--- config.mk ---
export PLATFORM = sky130hd
export DESIGN_NAME = otp_cfg_trim_area
export DESIGN_NICKNAME = d
export VERILOG_FILES = /design/src/hw/otp_pkg.sv /design/src/hw/link_frame_if.sv /design/src/hw/otp_cfg_trim_area.sv /design/src/hw/two_wire_phy.sv /design/src/hw/otp_store.sv
export SDC_FILE = /design/constraint.sdc
export NUM_CORES = 2
export LEC_CHECK = 0
export CORE_MARGIN = 3
export CORE_UTILIZATION = 35
export CTS_BUF_LIST = sky130_fd_sc_hd__clkbuf_4
export DETAILED_ROUTE_END_ITERATION = 16
export DONT_BUFFER_PORTS = 1
export PLACE_DENSITY = 0.59
export SETUP_SLACK_MARGIN = 0.4
export SYNTH_ARGS = -nofsm -noshare
export SYNTH_HDL_FRONTEND = slang
export SYNTH_SLANG_ARGS = --single-unit
export TNS_END_PERCENT = 1
--- constraint.sdc ---
create_clock -name i_clk -period 12.9 [get_ports i_clk]
set_clock_uncertainty 0.15 [all_clocks]
set_input_delay 1.29 -clock i_clk [delete_from_list [all_inputs] [get_ports i_clk]]
set_output_delay 1.29 -clock i_clk [all_outputs]
set_load 0.02 [all_outputs]
--- src/hw/otp_pkg.sv ---
// Shared constants for the configuration and trim storage block
package otp_pkg;
   localparam int unsigned OTP_DEPTH = 128;
   localparam int unsigned REGION_BYTES = 32;
   localparam logic [6:0] REGION_A_BASE = 7'h00;
   localparam logic [6:0] REGION_B_BASE = 7'h20;
   localparam logic [6:0] REGION_C_BASE = 7'h40;
   localparam logic [6:0] REGION_D_BASE = 7'h60;
   localparam logic [6:0] REGION_LAST = 7'h7f;
   localparam logic [7:0] BLANK_VALUE = 8'h00;
   // Mirror register addresses in the special-function space
   localparam logic [7:0] SFR_USER_CONFIG = 8'hf8;
   localparam logic [7:0] SFR_OSC_CAL = 8'hf9;
   localparam logic [7:0] SFR_VOLT_DET = 8'hfa;
   localparam logic [7:0] SFR_SUPPLY_WDT = 8'hfb;
   localparam logic [7:0] SFR_REFERENCE = 8'hfc;
   localparam logic [7:0] SFR_SPARE = 8'hfd;
   localparam int unsigned MIRROR_COUNT = 6;
   // Source byte of each mirror register inside the storage
   localparam logic [6:0] OTP_USER_CONFIG = 7'h00;
   localparam logic [6:0] OTP_OSC_CAL = 7'h20;
   localparam logic [6:0] OTP_VOLT_DET = 7'h40;
   localparam logic [6:0] OTP_SUPPLY_WDT = 7'h41;
   localparam logic [6:0] OTP_REFERENCE = 7'h42;
   localparam logic [6:0] OTP_SPARE = 7'h43;
   // User configuration byte fields
   localparam int unsigned CFG_RESET_PIN_BIT = 7;
   localparam int unsigned CFG_LOCK_SIZE_LSB = 2;
   localparam int unsigned CFG_WRITE_PROT_BIT = 1;
   localparam int unsigned CFG_READ_PROT_BIT = 0;
   localparam logic [7:0] MIRROR_RESET = 8'h00;
   // Last protected code address per lock size code
   localparam logic [10:0] LOCK_END_0 = 11'h7df;
   localparam logic [10:0] LOCK_END_1 = 11'h7bf;
   localparam logic [10:0] LOCK_END_2 = 11'h77f;
   localparam logic [10:0] LOCK_END_3 = 11'h6ff;
   // Link frame layout and command codes
   localparam int unsigned FRAME_BITS = 24;
   localparam int unsigned RESP_BITS = 8;
   localparam int unsigned SYNC_STAGES = 3;
   localparam logic [7:0] CMD_ENTRY = 8'h01;
   localparam logic [7:0] CMD_ERASE_A = 8'h02;
   localparam logic [7:0] CMD_BLANK_TEST = 8'h03;
   localparam logic [7:0] CMD_PROGRAM = 8'h04;
   localparam logic [7:0] CMD_READ = 8'h05;
   localparam logic [7:0] CMD_LOCK_QUERY = 8'h06;
   localparam logic [7:0] CMD_TRIM_REPORT = 8'h07;
   localparam logic [7:0] CMD_CODE_READ = 8'h08;
   localparam logic [7:0] ENTRY_KEY = 8'h5a;
   localparam logic [7:0] STAT_OK = 8'h01;
   localparam logic [7:0] STAT_FAIL = 8'h00;
   localparam logic [7:0] CODE_HIDDEN = 8'h00;
   typedef enum logic [1:0] {
      ST_LOAD = 2'b00,
      ST_IDLE = 2'b01,
      ST_CODE = 2'b11
   } core_state_e;
endpackage

--- src/hw/link_frame_if.sv ---
// Frame and response handshake between the link shifter and the core
`timescale 1ns/1ps
`default_nettype none
interface link_frame_if;
   logic frame_valid;
   logic [7:0] cmd;
   logic [7:0] addr;
   logic [7:0] data;
   logic resp_valid;
   logic [7:0] resp_data;
   logic busy;
   modport phy (output frame_valid, output cmd, output addr, output data, output busy,
      input resp_valid, input resp_data);
   modport core (input frame_valid, input cmd, input addr, input data, input busy,
      output resp_valid, output resp_data);
endinterface
`default_nettype wire

--- src/hw/otp_cfg_trim_area.sv ---
// Configuration and trim storage with link command core and mirror registers
//
// How it works
// - Four 32-byte byte-addressed regions at 0x00, 0x20, 0x40 and 0x60.
// - Programming a user byte can only turn bits from 0 to 1.
// - User region erase leaves every bit at 0, the blank value.
// - Blank test passes only when all user bytes read 0x00.
// - One program step ORs a whole byte value into the cell.
// - All four regions are readable over the link.
// - Config bit 7 enables the external reset pin; 0 disables it.
// - Lock size bits 3:2 pick end 7DFh, 7BFh, 77Fh or 6FFh.
// - Config bit 1 enables hard write protection of that code range.
// - Config bit 0 enables code read protection.
// - Config and five trim bytes mirror into registers F8h to FDh.
// - Link query reports whether code read protection is active.
// - All programmer access runs over the two-wire debug link, data plus clock; the core reads the mirror registers directly.
`timescale 1ns/1ps
`default_nettype none
module otp_cfg_trim_area #(
   parameter int unsigned DEPTH = otp_pkg::OTP_DEPTH,
   parameter int unsigned USER_BYTES = otp_pkg::REGION_BYTES
) (
   input wire logic i_clk,
   input wire logic i_sys_rst,
   input wire logic i_link_clk,
   input wire logic i_link_data,
   output logic o_link_data,
   output logic o_link_data_oe,
   input wire logic i_factory_mode,
   input wire logic [7:0] i_sfr_addr,
   output logic [7:0] o_sfr_rdata,
   output logic o_reset_pin_enable,
   output logic o_write_protect_enable,
   output logic [1:0] o_hard_lock_size,
   output logic [10:0] o_lock_end,
   output logic o_read_protect_enable,
   output logic [7:0] o_osc_calibration_value,
   input wire logic [10:0] i_code_wr_addr,
   output logic o_code_wr_block,
   output logic [10:0] o_code_rd_addr,
   input wire logic [7:0] i_code_rd_data,
   output logic o_mirror_ready
);
   import otp_pkg::*;

   typedef struct packed {
      core_state_e state;
      logic [2:0] load_idx;
      logic [MIRROR_COUNT-1:0][7:0] mirror;
      logic entered;
      logic erase;
      logic prog;
      logic [6:0] prog_addr;
      logic [7:0] prog_data;
      logic resp_valid;
      logic [7:0] resp_data;
      logic [10:0] code_addr;
      logic [7:0] sfr_rdata;
      logic [10:0] lock_end;
   } core_s;

   core_s st;
   core_s next_st;
   link_frame_if frame ();

   logic [6:0] rd_addr;
   logic [7:0] rd_data;
   logic user_blank;
   logic [6:0] load_addr;
   logic [7:0] user_cfg;
   logic in_range;
   logic in_user;

   // All programmer traffic arrives through this shifter
   two_wire_phy u_phy (
      .i_clk(i_clk),
      .i_sys_rst(i_sys_rst),
      .i_link_clk(i_link_clk),
      .i_link_data(i_link_data),
      .o_link_data(o_link_data),
      .o_link_data_oe(o_link_data_oe),
      .frame(frame)
   );

   otp_store #(
      .DEPTH(DEPTH),
      .USER_BYTES(USER_BYTES)
   ) u_store (
      .i_clk(i_clk),
      .i_erase_user(st.erase),
      .i_prog(st.prog),
      .i_prog_addr(st.prog_addr),
      .i_prog_data(st.prog_data),
      .i_rd_addr(rd_addr),
      .o_rd_data(rd_data),
      .o_user_blank(user_blank)
   );

   // Source addresses of the mirror bytes, walked once after reset
   always_comb begin
      unique case (st.load_idx)
         3'd0: begin
            load_addr = OTP_USER_CONFIG;
         end
         3'd1: begin
            load_addr = OTP_OSC_CAL;
         end
         3'd2: begin
            load_addr = OTP_VOLT_DET;
         end
         3'd3: begin
            load_addr = OTP_SUPPLY_WDT;
         end
         3'd4: begin
            load_addr = OTP_REFERENCE;
         end
         default: begin
            load_addr = OTP_SPARE;
         end
      endcase
   end

   // Byte addresses 00h..7Fh span all four regions
   assign in_range = (frame.addr[7] == 1'b0);
   assign in_user = (frame.addr[6:0] < REGION_B_BASE);

   // The mirror walk owns the read port until it is done
   always_comb begin
      if (st.state == ST_LOAD) begin
         rd_addr = load_addr;
      end else begin
         rd_addr = frame.addr[6:0];
      end
   end

   // Mirror copy only: a fresh program step does not change behaviour
   // until the next reset reloads it
   assign user_cfg = st.mirror[0];

   always_comb begin
      next_st = st;
      next_st.erase = 1'b0;
      next_st.prog = 1'b0;
      next_st.resp_valid = 1'b0;
      unique case (st.state)
         ST_LOAD: begin
            next_st.mirror[st.load_idx] = rd_data;
            if (st.load_idx == 3'(MIRROR_COUNT - 1)) begin
               next_st.state = ST_IDLE;
            end else begin
               next_st.load_idx = st.load_idx + 3'd1;
            end
         end
         ST_IDLE: begin
            if (frame.frame_valid && !frame.busy) begin
               if (frame.cmd == CMD_ENTRY) begin
                  next_st.entered = (frame.data == ENTRY_KEY);
                  next_st.resp_valid = 1'b1;
                  next_st.resp_data = (frame.data == ENTRY_KEY) ? STAT_OK : STAT_FAIL;
               end else if (st.entered) begin
                  next_st.resp_valid = 1'b1;
                  next_st.resp_data = STAT_FAIL;
                  unique case (frame.cmd)
                     CMD_ERASE_A: begin
                        // Only the user region has an erase; factory regions
                        // keep their calibration
                        next_st.erase = 1'b1;
                        next_st.resp_data = STAT_OK;
                     end
                     CMD_BLANK_TEST: begin
                        next_st.resp_data = user_blank ? STAT_OK : STAT_FAIL;
                     end
                     CMD_PROGRAM: begin
                        // Factory regions accept programming only in factory mode
                        if (in_range && (in_user || i_factory_mode)) begin
                           next_st.prog = 1'b1;
                           next_st.prog_addr = frame.addr[6:0];
                           next_st.prog_data = frame.data;
                           next_st.resp_data = STAT_OK;
                        end
                     end
                     CMD_READ: begin
                        if (in_range) begin
                           next_st.resp_data = rd_data;
                        end
                     end
                     CMD_LOCK_QUERY: begin
                        next_st.resp_data = {7'd0, user_cfg[CFG_READ_PROT_BIT]};
                     end
                     CMD_TRIM_REPORT: begin
                        // Mirror index in the address byte; out of range reads zero
                        if (frame.addr < 8'(MIRROR_COUNT)) begin
                           next_st.resp_data = st.mirror[frame.addr[2:0]];
                        end
                     end
                     CMD_CODE_READ: begin
                        // Give the code memory one cycle to answer
                        next_st.resp_valid = 1'b0;
                        next_st.code_addr = {frame.data[2:0], frame.addr};
                        next_st.state = ST_CODE;
                     end
                     default: begin
                        next_st.resp_data = STAT_FAIL;
                     end
                  endcase
               end
            end
         end
         ST_CODE: begin
            next_st.resp_valid = 1'b1;
            if (user_cfg[CFG_READ_PROT_BIT]) begin
               next_st.resp_data = CODE_HIDDEN;
            end else begin
               next_st.resp_data = i_code_rd_data;
            end
            next_st.state = ST_IDLE;
         end
         default: begin
            next_st.state = ST_IDLE;
         end
      endcase
      // Mirror registers seen by the core at F8h..FDh
      unique case (i_sfr_addr)
         SFR_USER_CONFIG: begin
            next_st.sfr_rdata = st.mirror[0];
         end
         SFR_OSC_CAL: begin
            next_st.sfr_rdata = st.mirror[1];
         end
         SFR_VOLT_DET: begin
            next_st.sfr_rdata = st.mirror[2];
         end
         SFR_SUPPLY_WDT: begin
            next_st.sfr_rdata = st.mirror[3];
         end
         SFR_REFERENCE: begin
            next_st.sfr_rdata = st.mirror[4];
         end
         SFR_SPARE: begin
            next_st.sfr_rdata = st.mirror[5];
         end
         default: begin
            next_st.sfr_rdata = 8'h00;
         end
      endcase
      // Decoded from the mirror value about to be stored, so the end
      // address register never lags the lock size bits
      unique case (next_st.mirror[0][CFG_LOCK_SIZE_LSB +: 2])
         2'b00: begin
            next_st.lock_end = LOCK_END_0;
         end
         2'b01: begin
            next_st.lock_end = LOCK_END_1;
         end
         2'b10: begin
            next_st.lock_end = LOCK_END_2;
         end
         2'b11: begin
            next_st.lock_end = LOCK_END_3;
         end
      endcase
   end

   always_ff @(posedge i_clk) begin
      if (i_sys_rst) begin
         st.state <= ST_LOAD;
         st.load_idx <= 3'd0;
         st.mirror <= {MIRROR_COUNT{MIRROR_RESET}};
         st.entered <= 1'b0;
         st.erase <= 1'b0;
         st.prog <= 1'b0;
         st.prog_addr <= 7'd0;
         st.prog_data <= 8'h00;
         st.resp_valid <= 1'b0;
         st.resp_data <= 8'h00;
         st.code_addr <= 11'd0;
         st.sfr_rdata <= 8'h00;
         st.lock_end <= LOCK_END_0;
      end else begin
         st <= next_st;
      end
   end

   assign frame.resp_valid = st.resp_valid;
   assign frame.resp_data = st.resp_data;

   assign o_sfr_rdata = st.sfr_rdata;
   assign o_reset_pin_enable = user_cfg[CFG_RESET_PIN_BIT];
   assign o_write_protect_enable = user_cfg[CFG_WRITE_PROT_BIT];
   assign o_hard_lock_size = user_cfg[CFG_LOCK_SIZE_LSB +: 2];
   assign o_lock_end = st.lock_end;
   assign o_read_protect_enable = user_cfg[CFG_READ_PROT_BIT];
   assign o_osc_calibration_value = st.mirror[1];
   assign o_code_wr_block = user_cfg[CFG_WRITE_PROT_BIT]
      && (i_code_wr_addr <= st.lock_end);
   assign o_code_rd_addr = st.code_addr;
   assign o_mirror_ready = (st.state != ST_LOAD);
endmodule
`default_nettype wire

--- src/hw/two_wire_phy.sv ---
// Two-wire debug link shifter: pin synchronisers, frame receive, byte reply
`timescale 1ns/1ps
`default_nettype none
module two_wire_phy (
   input wire logic i_clk,
   input wire logic i_sys_rst,
   input wire logic i_link_clk,
   input wire logic i_link_data,
   output logic o_link_data,
   output logic o_link_data_oe,
   link_frame_if.phy frame
);
   import otp_pkg::*;
   typedef struct packed {
      logic [SYNC_STAGES-1:0] clk_s;
      logic [SYNC_STAGES-1:0] dat_s;
      logic clk_f;
      logic dat_f;
      logic [FRAME_BITS-1:0] rx_sh;
      logic [4:0] rx_cnt;
      logic [7:0] tx_sh;
      logic [2:0] tx_cnt;
      logic oe;
      logic valid;
   } phy_s;
   phy_s st;
   phy_s next_st;
   logic rise;

   always_comb begin
      next_st = st;
      next_st.valid = 1'b0;
      next_st.clk_s = {st.clk_s[1:0], i_link_clk};
      next_st.dat_s = {st.dat_s[1:0], i_link_data};
      // A level counts only once the second and third stages agree
      if (st.clk_s[1] == st.clk_s[2]) begin
         next_st.clk_f = st.clk_s[2];
      end
      if (st.dat_s[1] == st.dat_s[2]) begin
         next_st.dat_f = st.dat_s[2];
      end
      rise = !st.clk_f && (st.clk_s[1] == st.clk_s[2]) && st.clk_s[2];
      if (frame.resp_valid && !st.oe) begin
         next_st.tx_sh = frame.resp_data;
         next_st.tx_cnt = 3'd7;
         next_st.oe = 1'b1;
      end else if (rise && st.oe) begin
         // Host sampled the current bit on this edge; move to the next one
         next_st.tx_sh = {st.tx_sh[6:0], 1'b0};
         next_st.tx_cnt = st.tx_cnt - 3'd1;
         if (st.tx_cnt == 3'd0) begin
            next_st.oe = 1'b0;
         end
      end else if (rise) begin
         next_st.rx_sh = {st.rx_sh[FRAME_BITS-2:0], st.dat_f};
         if (st.rx_cnt == 5'(FRAME_BITS - 1)) begin
            next_st.rx_cnt = 5'd0;
            next_st.valid = 1'b1;
         end else begin
            next_st.rx_cnt = st.rx_cnt + 5'd1;
         end
      end
   end

   always_ff @(posedge i_clk) begin
      if (i_sys_rst) begin
         st <= '0;
      end else begin
         st <= next_st;
      end
   end

   assign frame.frame_valid = st.valid;
   assign frame.cmd = st.rx_sh[23:16];
   assign frame.addr = st.rx_sh[15:8];
   assign frame.data = st.rx_sh[7:0];
   assign frame.busy = st.oe;
   assign o_link_data = st.tx_sh[7];
   assign o_link_data_oe = st.oe;
endmodule
`default_nettype wire

--- src/hw/otp_store.sv ---
// One-time-programmable byte storage of the four configuration regions
`timescale 1ns/1ps
`default_nettype none
module otp_store #(
   parameter int unsigned DEPTH = 128,
   parameter int unsigned USER_BYTES = 32
) (
   input wire logic i_clk,
   input wire logic i_erase_user,
   input wire logic i_prog,
   input wire logic [6:0] i_prog_addr,
   input wire logic [7:0] i_prog_data,
   input wire logic [6:0] i_rd_addr,
   output logic [7:0] o_rd_data,
   output logic o_user_blank
);
   import otp_pkg::*;
   // Storage is nonvolatile, so the system reset does not touch it
   logic [7:0] mem [DEPTH] = '{default: BLANK_VALUE};
   logic [7:0] next_mem [DEPTH];
   logic [USER_BYTES-1:0] byte_blank;

   always_comb begin
      next_mem = mem;
      if (i_erase_user) begin
         for (int i = 0; i < USER_BYTES; i++) begin
            next_mem[i] = BLANK_VALUE;
         end
      end else if (i_prog) begin
         // Bits can only rise; a zero in the value leaves the cell alone
         next_mem[i_prog_addr] = mem[i_prog_addr] | i_prog_data;
      end
   end

   always_ff @(posedge i_clk) begin
      mem <= next_mem;
   end

   for (genvar g = 0; g < USER_BYTES; g++) begin : g_blank
      assign byte_blank[g] = (mem[g] == BLANK_VALUE);
   end

   assign o_user_blank = &byte_blank;
   assign o_rd_data = mem[i_rd_addr];
endmodule
`default_nettype wire

# Yosys cells after proc, flatten, opt, wreduce, memory -nomap -nowiden
# Index checks and enable logic that the tools add are counted.
[classes]
reduce_logical = 65
n_eq_ne = 34
addsub = 3
muxes = 46
n_bitwise = 14
magnitude_cmp = 9
[op_table]
columns = ["cell", "count"]
rows = [
  ["1024-bit bitwise mux", 1],
  ["8-bit logical NOT", 32],
  ["8-bit binary-select mux with 7-bit select", 2],
  ["8-bit case mux with 6 select lines", 2],
  ["8-bit two-way mux", 10],
  ["8-bit demux with 7-bit select", 1],
  ["48-bit bitwise mux", 1],
  ["8-bit equality test, second input constant", 6],
  ["11-bit case mux with 4 select lines", 1],
  ["20-bit two-way mux", 2],
  ["7-bit case mux with 5 select lines", 1],
  ["8-bit by 3-bit equality test with 1-bit output, second input constant", 4],
  ["32-bit AND reduction", 1],
  ["8-bit binary-select mux with 3-bit select", 1],
  ["8-bit demux with 3-bit select", 1],
  ["12-bit two-way mux", 2],
  ["11-bit two-way mux", 2],
  ["9-bit case mux with 2 select lines", 1],
  ["8-bit by 2-bit equality test with 1-bit output, second input constant", 2],
  ["8-bit >= comparator, second input constant", 2],
  ["16-bit two-way mux", 1],
  ["7-bit inverter with 8-bit output", 2],
  ["11-bit <= comparator", 1],
  ["1-bit inverter", 11],
  ["other kinds (42)", 81],
]
[word_totals]
in_bits = 32
register_bits = 1184

# Depth between registers and ports, before layout
[logic_depth]
word_depth = 13
ltp_mapped = 21
ltp_nobuf = 14

# By module
# From an unflattened synthesis, not the netlist that was laid out.
[unflattened]
cells_unflattened = 4143
area_unflattened_um2 = 56993.4
[modules_own_cells]
columns = ["module", "seq_area_each_um2", "area_each_um2", "cells_per_inst", "n_inst"]
rows = [
  ["otp_store", 28187.0, 49444.9, 3379, 1],
  ["otp_cfg_trim_area", 2062.0, 5372.7, 544, 1],
  ["two_wire_phy", 1001.0, 2175.8, 220, 1],
]

# Least setup slack after synthesis
# OpenSTA, ideal clock, no wires.
[synth_path]
kind = "register to register"
start = "register st[47] (netlist bit)"
end = "register u_store.mem[0] (netlist bit), data pin"
path_stages_with_launch = 14
t_required_ps = 12335
n_path_buf = 5
arrival_ps = 3670
slack_ps = 8665
cell_sequence = "dfxtp_1 buf_2 nor3b_1 buf_2 buf_2 a22oi_1 nand2_1 a21oi_1 mux4_2 o221a_2 o21a_1 buf_2 buf_2 inv_1"
[synth_between]
elab_chain_len = 6
word_cells_on_any_way = 11
cone_classes = "order compare (2); mux (6); bitwise (2); reduce/logical (1)"
[synth_lines]
columns = ["element", "line", "text"]
rows = [
  ["start, declared", "otp_cfg_trim_area.sv:62", "core_s st;"],
  ["start signal, assigned", "otp_cfg_trim_area.sv:280", "st <= next_st;"],
  ["7-bit inverter with 8-bit output (implied by the code) (*)", "otp_store.sv:31", "next_mem[i_prog_addr] = mem[i_prog_addr] | i_prog_data;"],
  ["8-bit binary-select mux with 7-bit select, or another cell as far along", "otp_store.sv:31", ""],
  ["8-bit two-way mux (implied by the code) or 1-bit logical AND (tied branches)", "otp_store.sv:31", ""],
  ["8-bit two-way mux (implied by the code)", "otp_store.sv:31", ""],
  ["8-bit bitwise OR or 8-bit demux with 7-bit select (tied branches)", "otp_store.sv:31", ""],
  ["1024-bit bitwise mux (*)", "otp_store.sv:31", ""],
  ["end signal, assigned", "otp_store.sv:36", "mem <= next_mem;"],
  ["end, declared", "otp_store.sv:19", "logic [7:0] mem [DEPTH] = '{default: BLANK_VALUE};"],
]
# Mark *: on every way between the ends. The rest lies on a longest branch, timed or not. The select of a mux whose other input is x is not followed.
# A chain may end at the register's enable or synchronous reset.

# Final worst setup path
[layout_path]
start = "register st[106] (netlist bit)"
end = "register st[96] (netlist bit)"
[layout_between]
elab_chain_len = 8
word_cells_on_any_way = 17
cone_classes = "order compare (2); eq/ne (4); mux (8); bitwise (1); reduce/logical (2)"
[layout_lines]
columns = ["element", "line", "text"]
rows = [
  ["3-bit equality test, or another cell as far along", "otp_cfg_trim_area.sv:101", "unique case (st.load_idx)"],
  ["7-bit case mux with 5 select lines", "otp_cfg_trim_area.sv:101", ""],
  ["7-bit two-way mux", "otp_cfg_trim_area.sv:129", "if (st.state == ST_LOAD) begin"],
  ["7-bit inverter with 8-bit output (implied by the code)", "otp_store.sv:44", "assign o_rd_data = mem[i_rd_addr];"],
  ["8-bit binary-select mux with 7-bit select", "otp_store.sv:44", ""],
  ["8-bit two-way mux (implied by the code) (2 in a row)", "otp_store.sv:44", ""],
  ["48-bit bitwise mux (*)", "otp_cfg_trim_area.sv:147", "next_st.mirror[st.load_idx] = rd_data;"],
]
# Marks and branches as above.

==> summary.txt <==
Route
  • Metal2 WL: 102000 um
  • WL met3: 37700 um
  • DR top layer: met5
  • Via count: 49400
  • Vias per cell: 6.59
  • DRT iter0 DRCs: 8796
  • Met1 Wirelength: 88800 um
  • # DRC: 0
  • Final ANT Viol Nets: 0
  • Final wirelength: 247000 um
  • First drt pass iteration count: 12
  • Avg WL per Cell: 32.9 um

Synthesis
  • YS warnings: 0
  • Share of Yosys cell area claimed by the top area cell type: 41.0%
  • Synth Area per Inst: 10.9 sq um
  • Top FF cell, synth: edfxtp_1
  • Number of distinct library cells after synthesis: 100
  • Post-synth EDFFs: 768
  • Synth Cell Area: 56300 sq um
  • Synth top area cells: edfxtp_1, dfxtp_1, mux2i_1
  • Async SR Flop Fraction: 0%
  • Yosys reg bits: 1177
  • Sequential share of the synthesized area: 55.5%
  • Mapped Cells: 5160
  • Area leader, netlist: edfxtp_1

Setup path
  • Worst setup SP type: register
  • Worst endpoint required time: 13.97 ns
  • Setup CP Type: reg2reg
  • CP arrival: 8.13 ns
  • Critical path's slowest cell: o32ai_2
  • Critical path's top delay family: compound AO/OA/AOI/OAI gates
  • Worst R2R Setup Slack: 5.84 ns
  • Critical path capture point type: register
  • Largest stage delay, worst path: 1.22 ns
  • Critical path cell sequence: inv_1 > ha_1 > nor3_4 > o211a_4 > buf_12 > buf_12 > mux2i_1 > a22oi_1 > nand3_1 > and4_1 > o32ai_2 > mux2i_1 > nor2_1
  • Buf+Inv Stages, Crit Path: 3
  • Critical path peak fanout: 115

Power and ir drop
  • Leak Pwr: 19.1 nW
  • Power Density: 164 nW/um^2
  • Worst IR Drop VDD: 166 uV

Layout
  • Layout area overhead: 9.79%
  • Final #Nets: 5181
  • Post-route cell area: 61800 sq um
  • Fin util: 38.9%
  • Layout cells sized above 1: 14.7%

Timing
  • Hold Vio Cnt, Final: 0
  • Transition time of the tightest slew-check pin: 1.49 ns
  • Min Tclk post-route: 7.06 ns
  • Final setup fails: 0
  • Post-Route Setup TNS: 0 ns
  • Worst setup margin: 5.84 ns
  • Fmax achieved: 142 MHz
  • Max-slew violations: 0
  • Slew Limit Headroom: 0.470%
  • RSZ-0062 raised after global routing: false
  • Crit share post-route: 54.7%
  • Hold slack final: 0.115 ns

Status
  • Failing checks: max-capacitance violations
  • Status: finished with violations

Place
  • HPWL Detailed: 156000 um
  • Worst slack, placed: 6.15 ns
  • IO buf count: 0
  • Cell Area, Placed: 57900 sq um
  • GP Congestion: 1.01

Global routing
  • Global-route wire length before repair: 343000 um
  • Vias in the first global route: 45600
  • Global route overflow: 0
  • Largest net degree at the start of global routing: 121
  • Total GRT Usage: 28.8%
  • Initial antenna violation count: 9

CTS
  • CTS Sinks: 1177
  • Clk Latency, worst-skew pair: 1.37 ns
  • PostCTS Resize Cnt: 0
  • CTS Buffer Depth: 4
  • CTS clk-pin slew, worst paths: 0.07 ns
  • CTS H-tree lvls: 5
  • CTS root buffer: clkbuf_4
  • CTS tree: yes
  • Num CTS Buffers: 326

Floorplan
  • Die span in x: 407 um
  • Die H: 407 um
  • Std-Cell Rows: 146
  • Initial Utilization: 35.4%
  • IO Count: 79
  • Core area: 159000 sq um
  • Die ar.: 166000 sq um

Hold path
  • Worst hold-check path type: in2reg

Job
  • Max Cap Viol: 1
==> logic make-up after synthesis <==
logic type	share of synthesized area, %
mux	7.14
flops	55.5
compound gates	19.4
other cells	0.00666
buf+inv	4.87
fa+ha+maj	0.333
simple gates	12.7
xor+xnor	0.0622
==> repair_timing <==
item                      in CTS  in global routing
hold buffers                   7                  0
hold endpoints to repair     103                  0
buffers inserted               0                  0
==> area by class of cell <==
type	count	area, sq um
tap	2146	2690
clock inverter	68	368
sequential	1177	31300
antenna	14	35.0
clock buffer	456	3420
multi-input combinational	3419	22600
fill	15500	97300
timing repair buffer	141	1190
inverter	69	259
==> final timing paths <==
check / from / end / cells after the start
max: st[106] / st[96] / 13
min: i_code_rd_data[2] / frame.resp_data[2] / 2
min reg2reg: u_phy.next_st[45] / u_phy.next_st[46] / 1
max reg2reg: st[106] / st[96] / 13
==> state kept, by name, indices dropped and copies added (netlist names) <==
register and cells:
o_code_rd_addr 11, o_lock_end 4, u_phy.next_st 4, frame.resp_data 8, o_sfr_rdata 8, frame.resp_valid 1
u_phy.frame.frame_valid 1, u_phy.st 19, u_store.mem 1024, u_phy.frame.cmd 8, u_phy.o_link_data 1, u_phy.frame.addr 8
u_phy.frame.data 8, o_osc_calibration_value 8, u_phy.frame.busy 1, st 55, user_cfg 8
==> layout by cell type, fill, tap and decap left out, types with 101 or more instances in the layout <==
cell type / count
a211oi_1: 290
a22oi_1: 268
a21oi_1: 136
a221oi_1: 128
a31oi_1: 127
dfxtp_1: 402
nor2_1: 532
nand3_1: 170
edfxtp_1: 768
nand2_1: 591
a22o_1: 101
clkbuf_4: 456
mux2i_1: 235
buf_4: 126
==> power by group <==
part / total [W] / internal (W) / switching [W]
sequential: 0.00409 / 0.00401 / 0.0000843
clock: 0.00329 / 0.00169 / 0.00160
combinational: 0.00275 / 0.000803 / 0.00194
total: 0.0101 / 0.00650 / 0.00363
==> layer usage <==
metal	up-vias	track usage [%]
met3	1019	11.1
met4	6	18.0
met2	4365	41.3
met1	23900	36.4
met5	-	0.0595
li1	20100	-
==> synthesized netlist by cell type, drive strengths merged (129+ instances only) <==
library cell,count
edfxtp,768
nor2,543
a31oi,129
a21oi,139
a211oi,294
a22oi,268
nand2,593
nand3,170
mux2i,235
clkbuf,252
dfxtp,409
buf,249
==> stage by stage <==
step                      power (W)  std cells
after floorplan             0.00600       5166
after detailed placement    0.00676       6945
after global placement      0.00675       6945
after CTS                    0.0100       7476
after global routing         0.0104       7484
final                        0.0101       7490
==> worst register-to-register path, stage by stage (launching register included) <==
cell and delay [ns]:
dfxtp_1 0.55, inv_1 0.16, ha_1 0.33, nor3_4 0.94, o211a_4 0.84, buf_12 0.60
buf_12 0.73, mux2i_1 0.20, a22oi_1 0.23, nand3_1 0.33, and4_1 0.33, o32ai_2 1.22
mux2i_1 0.20, nor2_1 0.15
(Power assumes the default switching activity.)
